## src/verilog/mbs_pkg.sv

```systemverilog
package mbs_pkg;
  // Matrix geometry.
  localparam int DRIVE_LINES = 8;
  localparam int RECV_LINES = 2;
  localparam int KEY_COUNT = 16;
  localparam int KEY_W = 4;
  // Clock rate and documented times.
  localparam int CLK_HZ = 40000000;
  localparam int CLK_PERIOD_NS = 25;
  localparam int DWELL_MIN_NS = 250;
  localparam int SCAN_PERIOD_MS = 16;
  // Least dwell rounds up to whole cycles.
  localparam int DWELL_CYCLES = (DWELL_MIN_NS + CLK_PERIOD_NS - 1) / CLK_PERIOD_NS;
  // Scan period in cycles, rounded down.
  localparam int PERIOD_CYCLES = (CLK_HZ / 1000) * SCAN_PERIOD_MS;
  // Width of a burst length setting and of the conversion count.
  localparam int BURST_W = 8;
  localparam int COUNT_W = 16;
  // Limit on the ramp timer before a missing zero crossing is given up.
  localparam int RAMP_TIMEOUT = 65535;
  // Cycles the receive line is clamped before the ramp is timed.
  localparam int SETTLE_CYCLES = 4;
  // Sequencer states.
  typedef enum logic [2:0] {
    MBS_SLEEP = 3'b000,
    MBS_SELECT = 3'b001,
    MBS_HIGH = 3'b010,
    MBS_LOW = 3'b011,
    MBS_CLAMP = 3'b100,
    MBS_RAMP = 3'b101
  } mbs_state_t;
endpackage

```

## src/verilog/mbs_period_timer.sv

```systemverilog
`timescale 1ns/1ps
module mbs_period_timer
  import mbs_pkg::*;
#(
  parameter int PERIOD = PERIOD_CYCLES
) (
  input wire logic clk_i, // System clock.
  input wire logic rst_n_i, // Synchronous reset, active low.
  output logic tick_o // One-cycle pulse at each period start.
);
  logic [31:0] count; // Cycles elapsed in the current period.
  logic [31:0] next_count; // Next value of the counter.
  logic next_tick; // Next value of the tick.

  // Counts the period and pulses once at its wrap.
  always_comb begin
    next_tick = 1'b0;
    if (count == 32'(PERIOD - 1)) begin
      next_count = 32'h0;
      next_tick = 1'b1;
    end else begin
      next_count = count + 32'h1;
    end
  end

  // Registers the counter; the first period starts right after reset.
  always_ff @(posedge clk_i) begin
    if (!rst_n_i) begin
      count <= 32'(PERIOD - 1);
      tick_o <= 1'b0;
    end else begin
      count <= next_count;
      tick_o <= next_tick;
    end
  end
endmodule

```

## src/verilog/mbs_scan_sequencer.sv

```systemverilog
`timescale 1ns/1ps
module mbs_scan_sequencer
  import mbs_pkg::*;
#(
  parameter int PERIOD = PERIOD_CYCLES,
  parameter int DWELL = DWELL_CYCLES
) (
  input wire logic clk_i, // System clock, 40 MHz.
  input wire logic rst_n_i, // Synchronous reset, active low.
  input wire logic [KEY_COUNT*BURST_W-1:0] pulse_count_setting_i, // Burst length per key.
  input wire logic zero_cross_i, // High once the ramped terminal crosses zero.
  output logic [DRIVE_LINES-1:0] drive_o, // Drive line levels.
  output logic [RECV_LINES-1:0] recv_clamp_o, // High clamps a receive line to ground.
  output logic [RECV_LINES-1:0] ramp_en_o, // High lets the resistor ramp a line.
  output logic [COUNT_W-1:0] count_o, // Conversion count of the last key.
  output logic [KEY_W-1:0] key_o, // Index of the key in count_o.
  output logic valid_o, // One-cycle strobe for a new count.
  output logic asleep_o // High while idle between periods.
);
  mbs_state_t state; // Sequencer state.
  mbs_state_t next_state; // Next state.
  logic [KEY_W-1:0] key; // Key under scan.
  logic [KEY_W-1:0] next_key; // Next key.
  logic [BURST_W-1:0] pulses; // Pulses left in the burst.
  logic [BURST_W-1:0] next_pulses; // Next pulse count.
  logic [COUNT_W-1:0] timer; // Dwell and ramp timer.
  logic [COUNT_W-1:0] next_timer; // Next timer.
  logic [DRIVE_LINES-1:0] next_drive; // Next drive outputs.
  logic [RECV_LINES-1:0] next_clamp; // Next clamp outputs.
  logic [RECV_LINES-1:0] next_ramp; // Next ramp enables.
  logic [COUNT_W-1:0] next_count; // Next count output.
  logic [KEY_W-1:0] next_key_o; // Next key output.
  logic next_valid; // Next strobe.
  logic next_asleep; // Next sleep flag.
  logic tick; // Period start pulse.
  logic at_last; // Key is the last index.

  // Returns the burst length of one key.
  function automatic logic [BURST_W-1:0] burst_of(input logic [KEY_W-1:0] k,
      input logic [KEY_COUNT*BURST_W-1:0] s);
    burst_of = s[k*BURST_W +: BURST_W];
  endfunction

  // Drive line of a key is its low three bits.
  function automatic logic [DRIVE_LINES-1:0] drive_of(input logic [KEY_W-1:0] k);
    drive_of = DRIVE_LINES'(1) << k[2:0];
  endfunction

  // Receive line of a key is its top bit.
  function automatic logic [RECV_LINES-1:0] recv_of(input logic [KEY_W-1:0] k);
    recv_of = RECV_LINES'(1) << k[3];
  endfunction

  // Period timer that restarts the scan.
  mbs_period_timer #(
    .PERIOD(PERIOD)
  ) u_timer (
    .clk_i(clk_i),
    .rst_n_i(rst_n_i),
    .tick_o(tick)
  );

  // The last index ends a scan whether or not that key is enabled.
  assign at_last = (key == KEY_W'(KEY_COUNT - 1));

  // Computes the next state of the scan and of every output.
  always_comb begin
    // Defaults: drive low, all receive lines clamped, no ramp, results held.
    next_state = state;
    next_key = key;
    next_pulses = pulses;
    next_timer = timer;
    next_drive = '0;
    next_clamp = {RECV_LINES{1'b1}};
    next_ramp = '0;
    next_count = count_o;
    next_key_o = key_o;
    next_valid = 1'b0;
    next_asleep = 1'b0;
    case (state)
      MBS_SLEEP: begin
        // All lines stay idle, receive lines held clamped.
        next_asleep = 1'b1;
        if (tick) begin
          // A new period starts the scan again at key 0.
          next_state = MBS_SELECT;
          next_key = '0;
          next_asleep = 1'b0;
        end
      end
      MBS_SELECT: begin
        // Disabled keys are passed over at one cycle each.
        if (burst_of(key, pulse_count_setting_i) != '0) begin
          // Enabled key: load its burst and open its receive line.
          next_pulses = burst_of(key, pulse_count_setting_i);
          next_timer = '0;
          next_state = MBS_HIGH;
          next_drive = drive_of(key);
          next_clamp = ~recv_of(key);
        end else if (at_last) begin
          // Disabled last key: the scan is over.
          next_state = MBS_SLEEP;
          next_asleep = 1'b1;
        end else begin
          // Disabled key: step on at once without driving anything.
          next_key = key + KEY_W'(1);
        end
      end
      MBS_HIGH: begin
        // Drive high, receive open: charge flows into the sample capacitor.
        next_drive = drive_of(key);
        next_clamp = ~recv_of(key);
        next_timer = timer + COUNT_W'(1);
        if (timer >= COUNT_W'(DWELL - 1)) begin
          // Dwell spent: drop the drive and clamp on its falling edge.
          next_timer = '0;
          next_state = MBS_LOW;
          next_drive = '0;
          next_clamp = {RECV_LINES{1'b1}};
        end
      end
      MBS_LOW: begin
        // Drive low with the receive line clamped to neutralise charge.
        next_timer = timer + COUNT_W'(1);
        if (timer >= COUNT_W'(DWELL - 1)) begin
          next_timer = '0;
          if (pulses == BURST_W'(1)) begin
            // Last pulse done: clamp before the ramp is timed.
            next_state = MBS_CLAMP;
          end else begin
            // More pulses to go: raise the drive again.
            next_pulses = pulses - BURST_W'(1);
            next_state = MBS_HIGH;
            next_drive = drive_of(key);
            next_clamp = ~recv_of(key);
          end
        end
      end
      MBS_CLAMP: begin
        // Clamp after the burst so the far terminal swings negative.
        next_timer = timer + COUNT_W'(1);
        if (timer >= COUNT_W'(SETTLE_CYCLES - 1)) begin
          // Settle spent: the ramp starts on the active line.
          next_timer = '0;
          next_state = MBS_RAMP;
          next_ramp = recv_of(key);
        end
      end
      MBS_RAMP: begin
        // Time the resistor ramp until the zero crossing is seen.
        next_ramp = recv_of(key);
        next_timer = timer + COUNT_W'(1);
        if (zero_cross_i || timer == COUNT_W'(RAMP_TIMEOUT)) begin
          // A timed-out ramp still reports, so the scan never stalls.
          next_count = timer;
          next_key_o = key;
          next_valid = 1'b1;
          next_ramp = '0;
          next_timer = '0;
          if (at_last) begin
            // Last key done: sleep until the next period.
            next_state = MBS_SLEEP;
            next_asleep = 1'b1;
          end else begin
            // More keys remain: select the next one.
            next_key = key + KEY_W'(1);
            next_state = MBS_SELECT;
          end
        end
      end
      default: begin
        // Unused state codes fall back to sleep.
        next_state = MBS_SLEEP;
        next_asleep = 1'b1;
      end
    endcase
  end

  // Registers sequencer state and all outputs.
  always_ff @(posedge clk_i) begin
    if (!rst_n_i) begin
      // Reset leaves every line idle and the device asleep.
      state <= MBS_SLEEP;
      key <= '0;
      pulses <= '0;
      timer <= '0;
      drive_o <= '0;
      recv_clamp_o <= {RECV_LINES{1'b1}};
      ramp_en_o <= '0;
      count_o <= '0;
      key_o <= '0;
      valid_o <= 1'b0;
      asleep_o <= 1'b1;
    end else begin
      // Every output is a register, so no pin sees a decode glitch.
      state <= next_state;
      key <= next_key;
      pulses <= next_pulses;
      timer <= next_timer;
      drive_o <= next_drive;
      recv_clamp_o <= next_clamp;
      ramp_en_o <= next_ramp;
      count_o <= next_count;
      key_o <= next_key_o;
      valid_o <= next_valid;
      asleep_o <= next_asleep;
    end
  end
endmodule

```

## config.mk

```make
export PLATFORM = sky130hd
export DESIGN_NAME = mbs_scan_sequencer
export DESIGN_NICKNAME = d
export VERILOG_FILES = /design/src/verilog/mbs_pkg.sv /design/src/verilog/mbs_period_timer.sv /design/src/verilog/mbs_scan_sequencer.sv
export SDC_FILE = /design/constraint.sdc
export NUM_CORES = 1
export LEC_CHECK = 0
export BUFFER_PORTS_ARGS = -buffer_cell sky130_fd_sc_hd__buf_2
export CORE_MARGIN = 3
export CORE_UTILIZATION = 53
export DETAILED_ROUTE_END_ITERATION = 10
export HOLD_SLACK_MARGIN = 0.1
export PLACE_DENSITY = 0.81
export SLEW_MARGIN = 15
export SYNTH_ARGS = -nofsm -noshare
export SYNTH_HDL_FRONTEND = slang
export SYNTH_HIERARCHICAL = 1
export SYNTH_SLANG_ARGS = --single-unit
```

## constraint.sdc

```tcl
create_clock -name clk_i -period 3 [get_ports clk_i]
set_input_delay 0.6 -clock clk_i [delete_from_list [all_inputs] [get_ports clk_i]]
set_output_delay 0.6 -clock clk_i [all_outputs]
set_load 0.1 [all_outputs]
```

==> results of run 1 <==
path summary, 6_finish.rpt:
kind	start	to	slack, ns	depth (start not counted)
worst min-delay path	key_o[1]	key_o[1]	0.49	2
worst max register to register	key[0]	timer[15]	0.16	8
worst min register to register	key_o[1]	key_o[1]	0.49	2
worst max-delay path	key[0]	timer[15]	0.16	8
power breakdown:
part / internal (mW) / switching [mW]
Sequential: 1.44 / 0.158
Clock: 0.733 / 0.503
Combinational: 0.501 / 0.853
Total: 2.68 / 1.51
layout make-up:
type,count,area (um2)
Timing Repair Buffer,189,1050
Fill cell,852,3600
Clock buffer,10,229
Multi-Input combinational cell,524,3880
Inverter,12,45.0
Sequential cell,98,1970
Clock inverter,6,90.1
Tap cell,140,175
sequential cells by signal, indices dropped and copies added, names as in the netlist, 2 cells and up:
name	cells
u_timer/count	32
count_o	16
timer	16
drive_o	8
pulses	8
key	4
key_o	4
state	3
ramp_en_o	2
recv_clamp_o	2
cells by family (layout without fill, tap and decap cells):
| group | after synthesis | count (layout) | share of synthesized area, % |
|---|---|---|---|
| AND/OR/NAND/NOR | 266 | 266 | 23.6 |
| AO/OA/AOI/OAI | 144 | 144 | 18.2 |
| flip-flops | 98 | 98 | 32.3 |
| multiplexers | 81 | 81 | 16.0 |
| buffers and inverters | 56 | 217 | 4.42 |
| XOR/XNOR | 21 | 21 | 3.02 |
| adder cells (fa/ha/maj) | 12 | 12 | 2.47 |
stage by stage:
step / setup WS (ns) / cells / util, %
CTS: 0.0655 / 978 / 67.0
floorplan: 0.317 / 678 / -
finish: 0.155 / 979 / 67.4
global route: 0.0212 / 979 / 67.4
global placement: 0.122 / 962 / 64.2
detailed placement: 0.0379 / 962 / 64.2
placed cells by master, fill, tap and decap left out, types with 6 or more instances in the layout:
master,synthesis,layout
and4_1,9,9
a31oi_4,9,9
nor2b_1,24,22
nor2_1,37,36
mux2i_1,68,68
xnor2_1,9,9
nand2_1,63,63
o211ai_1,6,6
nand3_1,25,25
clkbuf_16,0,9
buf_2,13,164
nand4_1,15,15
or3_1,8,8
buf_4,2,22
nor3_1,20,19
and3_1,21,21
mux4_2,13,13
a21oi_1,24,24
xor2_1,12,12
a22oi_1,24,24
o21ai_0,41,41
inv_1,8,8
dfxtp_1,98,97
ha_1,12,12
and2_1,13,13
nor4_1,11,10
per-layer routing:
metal	track usage [%]	wire length [um]	up-vias
met5	0	0	-
met4	6.41	263	0
met3	5.13	1100	28
met2	42.0	8210	208
met1	31.9	6880	2760
li1	-	-	2819
worst max-delay path, delay by kind of cell, from the launching register on:
kind	cells	cell delay, ns
AOI/OAI and AO/OA	2	0.40
buffers and inverters	2	0.37
DFF	1	0.39
muxes	2	1.03
and+or+nand+nor	2	0.57
repair_timing:
item	CTS	global route
hold buffers	0	0
setup buffers	0	1
resized for setup	0	6
endpoints found under the setup margin	0	21
==> flow_metrics.py, run 1 <==
metrics = {
    "worst_setup_path": {
        "required_ns": 3.28,
        "crit_path_top_delay_cell": "mux4_2",
        "startpoint_type": "flip-flop",
        "arrival_ns": 3.12,
        "slowest_delay_ns": 0.52,
        "endpoint_kind": "flip-flop",
        "path_cells": "buf_12, mux4_2, mux4_2, or3_4, a211oi_4, nor2_2, buf_12, a31oi_4",
        "critPathKind": "flip-flop to flip-flop",
        "crit_fanout": 13,
    },
    "logic_synthesis": {
        "yosysMostFrequentCell": "dfxtp_1",
        "synth_top_area_share_pct": 32.3,
        "synth-edff-count": 0,
        "ys_warn_count": 6,
        "synthCells": 678,
        "netlist-cell-type-count": 69,
        "syn_area_per_cell_um2": 8.97,
        "ys_seq_area_share_pct": 32.3,
        "syn_area_um2": 6080,
        "synth.top_cells.by_area": "dfxtp_1, mux2i_1, mux4_2",
        "synth_flop_cell": "dfxtp_1",
        "synthTopCellsByCount": "dfxtp_1, mux2i_1, nand2_1",
        "synth_seq_cells": 98,
        "async_flop_share_pct": 0,
        "syn_nets": 821,
        "synth.largest_area_cell": "dfxtp_1",
    },
    "power": {
        "total_leakage_power_nw": 2.91,
        "worst_ir_drop_vdd_uv": 659,
        "p_per_area_nw_per_um2": 564,
        "total_power_mw": 4.19,
    },
    "cts": {
        "numClockSinks": 98,
        "cts_buffers": 9,
        "clock_latency_ns": 0.35,
        "cts_tree": "yes",
        "clk_pin_slew_ns": 0.07,
        "root_buffer": "clkbuf_16",
        "cts_max_level": 3,
        "clk_path_buf_depth": 2,
    },
    "sta": {
        "period_minus_slack_ns": 2.84,
        "grt_setup_unrepaired": "false",
        "finalMaxSlewViolations": 0,
        "maxSlewHeadroom_pct": 39.5,
        "hold_viol_final": 0,
        "finalSetupViolCount": 0,
        "fmax_ghz": 0.352,
        "finalClockSkew_ns": 0.0103,
        "period_share_pct": 94.8,
        "worstMarginPinSlew_ns": 0.905,
        "hold_ws_ns": 0.492,
        "setup_tns_ns": 0,
    },
    "placed_design": {
        "placed_area_um2": 7080,
        "hpwlAfterDp_um": 12300,
        "numPortBuffers": 164,
        "place.gp.congestion": 0.876,
    },
    "drt": {
        "dr.pass1.iters": 6,
        "vias_per_cell": 5.94,
        "drc": 0,
        "drt_iter0_drc": 514,
        "wl_um": 16500,
        "avgRoutedWirePerCell_um": 16.8,
        "route.antenna.remaining_nets": 0,
        "num_vias": 5815,
    },
    "finish": {
        "syn2layout_area_growth_pct": 22.2,
        "drive_gt1_share_pct": 29.8,
        "fin_area_um2": 7430,
        "layout.nets": 977,
        "n_antenna_cell": 0,
    },
    "flow_run": {
        "drv_cap": 0,
    },
    "floorplan": {
        "rows": 38,
        "pin_count": 165,
        "die_area_um2": 12800,
        "core_um2": 11000,
        "start_util_pct": 55.1,
        "die_w_um": 113,
        "die_height_um": 113,
    },
    "status": {
        "status": "finished, final reports clean",
    },
    "grt": {
        "grt_pass1_vias": 5490,
        "grt_usage_pct": 24.7,
        "antenna_found_initial": 0,
        "grt-ovfl-total": 0,
        "grt_pass1_wl_um": 26300,
        "grt_max_degree": 74,
    },
    "min_path": {
        "hold_class": "flip-flop to flip-flop",
    },
}
No activity file was read; power rests on OpenSTA's default activity.
==> run 2: changes to the inputs <==
Clock period 3 ns to 2.9 ns, I/O delays scaled along.
==> run 2 against run 1 <==
Net effect:
- clock power decreased by 9%
- clock skew down 0.0041 ns
- total power is 0.49% higher
- maximum frequency is 2.3% higher
- final area up 0.66%
- cell count grew 0.82%
- critical path depth did not move
- core utilization grew 0.44 points
- largest power group unchanged
- highest routed layer unchanged
==> flow_metrics.py, run 2 (synthesis results as in run 1) <==
metrics = {
    "sta": {
        "hold_ws_ns": 0.492,
        "maxSlewHeadroom_pct": 57.0,
        "hold_viol_final": 0,
        "finalClockSkew_ns": 0.00622,
        "worst_slack_ns": 0.120,
        "period_share_pct": 95.8,
        "fmax_ghz": 0.360,
        "finalMaxSlewViolations": 0,
        "worstMarginPinSlew_ns": 0.646,
        "period_minus_slack_ns": 2.78,
        "finalSetupViolCount": 0,
    },
    "finish": {
        "syn2layout_area_growth_pct": 23.0,
        "seq_area_um2": 1970,
        "regMostFlops": "u_timer/count",
        "final_util_pct": 67.8,
        "drive_gt1_share_pct": 30.9,
        "reg_top3": "u_timer/count (32), count_o (16), timer (16)",
        "largest_register_ffs": 32,
        "fin_cells": 987,
        "fillers": 853,
        "layout_common_cells": "buf_2, dfxtp_1, mux2i_1, nand2_1, o21ai_0",
        "n_antenna_cell": 0,
        "multi_input_area_um2": 3900,
        "layout.nets": 985,
        "final_common_cell": "buf_2",
    },
    "power": {
        "total_leakage_power_nw": 2.92,
        "p_per_area_nw_per_um2": 563,
        "worst_ir_drop_vdd_uv": 526,
    },
    "worst_setup_path": {
        "crit_path_top_delay_cell": "mux4_2",
        "required_ns": 3.17,
        "crit_fanout": 14,
        "startpoint_type": "flip-flop",
        "endpoint_kind": "flip-flop",
        "crit_path_frequent_cell": "mux4_2",
        "arrival_ns": 3.05,
        "path_cells": "buf_12, mux4_2, mux4_2, or3_4, a211oi_4, nor2_2, buf_4, a31oi_4",
        "rrSetupSlack_ns": 0.12,
        "critPathKind": "flip-flop to flip-flop",
        "slowest_delay_ns": 0.52,
    },
    "status": {
        "status": "finished, final reports clean",
    },
    "placed_design": {
        "place.gp.congestion": 0.871,
        "hpwlAfterDp_um": 12300,
        "numPortBuffers": 164,
        "dp_slack_ns": -0.0908,
        "dp_cells": 963,
    },
    "drt": {
        "wl_um": 16500,
        "dr.pass1.iters": 5,
        "route.antenna.remaining_nets": 0,
        "drc": 0,
        "avgRoutedWirePerCell_um": 16.7,
        "num_vias": 5857,
        "vias_per_cell": 5.93,
        "drt_iter0_drc": 500,
    },
    "cts": {
        "cts_max_level": 3,
        "numClockSinks": 98,
        "root_buffer": "clkbuf_16",
        "clk_path_buf_depth": 2,
        "cts_tree": "yes",
        "clk_pin_slew_ns": 0.07,
        "clock_latency_ns": 0.34,
        "cts_buffers": 9,
        "cts_hold_buf": 0,
    },
    "floorplan": {
        "core_um2": 11000,
        "rows": 38,
        "start_util_pct": 55.1,
        "pin_count": 165,
        "die_w_um": 113,
        "die_height_um": 113,
        "die_area_um2": 12800,
    },
    "grt": {
        "grt_usage_pct": 24.4,
        "grt_pass1_wl_um": 26000,
        "grt_pass1_vias": 5523,
        "grt-ovfl-total": 0,
        "grt_max_degree": 74,
        "antenna_found_initial": 0,
    },
    "flow_run": {
        "drv_cap": 0,
    },
    "min_path": {
        "hold_class": "flip-flop to flip-flop",
    },
}
run 2: changes by cell type in the layout (fill, tap and decap cells not counted), sizes merged:
| cell | delta |
|---|---|
| buf | +8 |
| inv | -1 |
| bufinv | -2 |
| clkinvlp | +2 |
| clkbuf | +1 |
run 2: final timing paths:
check,depth (start not counted),start,end
max,8,key[0],timer[10]
min,2,key_o[0],key_o[0]
max reg2reg,8,key[0],timer[10]
min reg2reg,2,key_o[0],key_o[0]
run 2: power breakdown:
part / total, mW / internal [mW] / switching [mW] / leakage [nW]
logic: 1.43 / 0.535 / 0.891 / 2.00
registers: 1.66 / 1.49 / 0.167 / 0.795
clock network: 1.13 / 0.608 / 0.518 / 0.128
total: 4.21 / 2.63 / 1.58 / 2.92
run 2: stage by stage:
step	area, um2	TNS, ns	power [mW]
floorplan	6080	0	2.70
global placement	7080	0	3.01
detailed placement	7080	-0.680	3.07
CTS	7380	0	4.19
global route	7480	-0.00553	4.44
finish	7480	0	4.21
run 2: cell type report:
cell class	instances	share of cell area, %
Clock buffer	11	3.25
Timing Repair Buffer	197	14.8
Tap cell	140	2.34
Multi-Input combinational cell	524	52.1
Sequential cell	98	26.3
Clock inverter	5	0.535
Inverter	12	0.602
run 2: layer usage:
metal / vias up / wire length (um) / GRT usage [%]
li1: 2844 / - / -
met1: 2797 / 7070 / 32.2
met2: 200 / 8340 / 41.4
met3: 16 / 934 / 4.44
met4: 0 / 168 / 5.93
met5: - / 0 / 0
run 2: what timing repair did:
action	in CTS	in global routing
cloned	0	0
pin swaps	0	4
setup endpoints to repair	9	38
resized for setup	2	10
buffers inserted	0	8
run 2: critical path: cells and delay by family (launching register included):
kind            cells  cell delay [ns]
mux                 2             1.03
simple gates        2             0.54
compound gates      2             0.38
flops               1             0.38
buf+inv             2             0.37
==> run 3: changes to the inputs <==
Settings changed: ABC_AREA set to 1, CORE_UTILIZATION 53 to 55, HOLD_SLACK_MARGIN 0.1 to not set, PLACE_DENSITY 0.81 to 0.82.
==> run 3 against run 2 <==
Net effect:
- register-to-register slack improved by 0.35 ns
- synthesized cell count rose by 76%
- first-iteration DRC count rose by 38%
- global-route usage rose by 1.9 points
- via count rose by 30%
- sequential share of layout area fell by 2.0 points
- final area rose by 8.0%
- critical path depth rose by 8
- wire length rose by 13%
- synthesized area rose by 13%
- worst hold slack got worse by 0.0034 ns
- combinational power rose to 2.9 times the previous value
- critical path type unchanged
- largest power group is now combinational logic
==> flow_metrics.py, run 3 <==
metrics = {
    "sta": {
        "finalSetupViolCount": 0,
        "finalMaxSlewViolations": 0,
        "period_share_pct": 83.9,
        "maxSlewHeadroom_pct": 49.0,
        "period_minus_slack_ns": 2.43,
        "worstMarginPinSlew_ns": 0.759,
        "hold_viol_final": 0,
        "finalClockSkew_ns": 0.00867,
        "fmax_ghz": 0.411,
        "grt_setup_unrepaired": "false",
        "setup_tns_ns": 0,
        "hold_ws_ns": 0.489,
    },
    "worst_setup_path": {
        "rrSetupSlack_ns": 0.47,
        "path_cells": "buf_4, nand2_1, nand3_1, nand2_1, nand2_1, nand2_1, clkinv_1, nand2_1, nor2_1, nand2_1, nor2_4, nand2_4, nand2_4, nand2_1, nand2_1, nor2_1",
        "crit_fanout": 57,
        "crit_path_frequent_cell": "nand2_1",
        "startpoint_type": "flip-flop",
        "endpoint_kind": "flip-flop",
        "required_ns": 3.14,
        "slowest_delay_ns": 0.46,
        "critPathKind": "flip-flop to flip-flop",
        "arrival_ns": 2.67,
        "crit_path_top_delay_cell": "buf_4",
    },
    "grt": {
        "grt_pass1_wl_um": 31200,
        "grt_usage_pct": 26.3,
        "grt_max_degree": 64,
        "antenna_found_initial": 0,
        "grt-ovfl-total": 0,
        "grt_pass1_vias": 6735,
    },
    "logic_synthesis": {
        "async_flop_share_pct": 0,
        "netlist-cell-type-count": 40,
        "synth_flop_cell": "dfxtp_1",
        "synthCells": 1192,
        "synth_top_area_share_pct": 28.5,
        "syn_area_per_cell_um2": 5.77,
        "syn_nets": 1335,
        "syn_area_um2": 6880,
        "synth.top_cells.by_area": "dfxtp_1, nand2_1, nor2_1",
        "synth.largest_area_cell": "dfxtp_1",
        "synthTopCellsByCount": "nand2_1, nor2_1, inv_1",
        "synth_seq_cells": 98,
        "ys_warn_count": 6,
        "ys_seq_area_share_pct": 28.5,
        "synth-edff-count": 0,
        "yosysMostFrequentCell": "nand2_1",
    },
    "floorplan": {
        "pin_count": 165,
        "core_um2": 12100,
        "die_area_um2": 13900,
        "start_util_pct": 56.8,
        "die_height_um": 118,
        "die_w_um": 118,
        "rows": 40,
    },
    "cts": {
        "clk_pin_slew_ns": 0.07,
        "numClockSinks": 98,
        "root_buffer": "clkbuf_16",
        "clock_latency_ns": 0.34,
        "clk_path_buf_depth": 2,
        "cts_hold_buf": 0,
        "ctsResizeCount": 0,
        "cts_tree": "yes",
        "cts_setup_buffers": 0,
        "cts_max_level": 3,
        "cts_buffers": 9,
    },
    "flow_run": {
        "drv_cap": 0,
    },
    "drt": {
        "dr.pass1.iters": 5,
        "drt_iter0_drc": 688,
        "route.antenna.remaining_nets": 0,
        "wl_um": 18600,
        "avgRoutedWirePerCell_um": 12.3,
        "vias_per_cell": 5.04,
        "drc": 0,
        "num_vias": 7618,
    },
    "finish": {
        "drive_gt1_share_pct": 17.7,
        "final_common_cell": "nand2_1",
        "layout_common_cells": "nand2_1, nor2_1, buf_2, inv_1, nand3_1",
        "regMostFlops": "u_timer/count",
        "syn2layout_area_growth_pct": 17.4,
        "layout.nets": 1482,
        "reg_top3": "u_timer/count (32), count_o (16), timer (16)",
        "largest_register_ffs": 32,
        "n_antenna_cell": 0,
    },
    "placed_design": {
        "numPortBuffers": 164,
        "hpwlAfterDp_um": 14100,
        "place.gp.congestion": 0.907,
    },
    "status": {
        "status": "finished, final reports clean",
    },
    "power": {
        "total_leakage_power_nw": 4.23,
        "worst_ir_drop_vdd_uv": 441,
        "p_per_area_nw_per_um2": 880,
    },
    "min_path": {
        "hold_class": "flip-flop to flip-flop",
    },
}
[run 3: cell count changes in the layout (fill, tap and decap cells not counted), sizes merged, moves of 10 or more]
cell | before | now
mux4 | 13 | 0
nand2 | 64 | 434
nor2 | 39 | 186
nor2b | 24 | 0
and3 | 21 | 1
nand3 | 25 | 103
a22oi | 24 | 0
inv | 8 | 155
and4 | 10 | 0
and2 | 13 | 0
a21oi | 26 | 54
buf | 197 | 178
mux2i | 68 | 0
[run 3: layout make-up]
class | instances | area (um2)
Sequential cell | 98 | 1960
Tap cell | 168 | 210
Multi-Input combinational cell | 897 | 4080
Fill cell | 1166 | 4040
Clock inverter | 6 | 56.3
Inverter | 155 | 584
Timing Repair Buffer | 178 | 938
Clock buffer | 10 | 239
[run 3: worst paths after layout]
kind | start | end | depth (start not counted)
worst max-delay path | key[0] | timer[2] | 16
worst min register to register | u_timer/count[31] | u_timer/count[31] | 2
worst min-delay path | u_timer/count[31] | u_timer/count[31] | 2
worst max register to register | key[0] | timer[2] | 16
[run 3: critical path, delay by kind of cell (launching register included)]
kind	cells	cell delay, ns
AND/OR/NAND/NOR	14	1.43
buffers and inverters	2	0.51
flip-flops	1	0.36
[run 3: power by group]
group	switching (mW)	leakage, nW	internal, mW	total (mW)
clock	0.546	0.144	0.625	1.17
sequential	0.258	0.797	1.60	1.85
combinational	2.79	3.29	1.29	4.08
[run 3: kinds of logic (layout without fill, tap and decap cells)]
| family | count (synthesis) | in the layout | synth area share, % |
|---|---|---|---|
| flip-flops | 98 | 98 | 28.5 |
| AND/OR/NAND/NOR | 758 | 758 | 46.2 |
| AO/OA/AOI/OAI | 111 | 111 | 8.88 |
| multiplexers | 1 | 1 | 0.164 |
| adder cells (fa/ha/maj) | 12 | 12 | 2.18 |
| XOR/XNOR | 15 | 15 | 1.91 |
| buffers and inverters | 197 | 349 | 12.1 |
[run 3: routing by layer]
metal	global-route usage [%]	wire [um]	part of all wire, %	up-vias
li1	-	-	-	3982
met1	34.6	8330	45	3361
met2	44.7	8800	47	246
met3	3.80	1110	6.0	29
met4	7.99	355	1.9	0
met5	0	0	0	-
[run 3: per-stage QoR]
stage	setup slack [ns]	instance area [um2]	util, %	instances	total power [mW]
6_report	0.468	8080	66.7	1512	7.10
5_1_grt	0.187	8080	66.7	1512	7.76
4_1_cts	0.485	8080	66.7	1512	7.12
3_5_place_dp	0.505	7780	64.2	1496	5.92
3_3_place_gp	0.554	7780	64.2	1496	5.88
2_1_floorplan	0.962	6880	-	1192	5.13
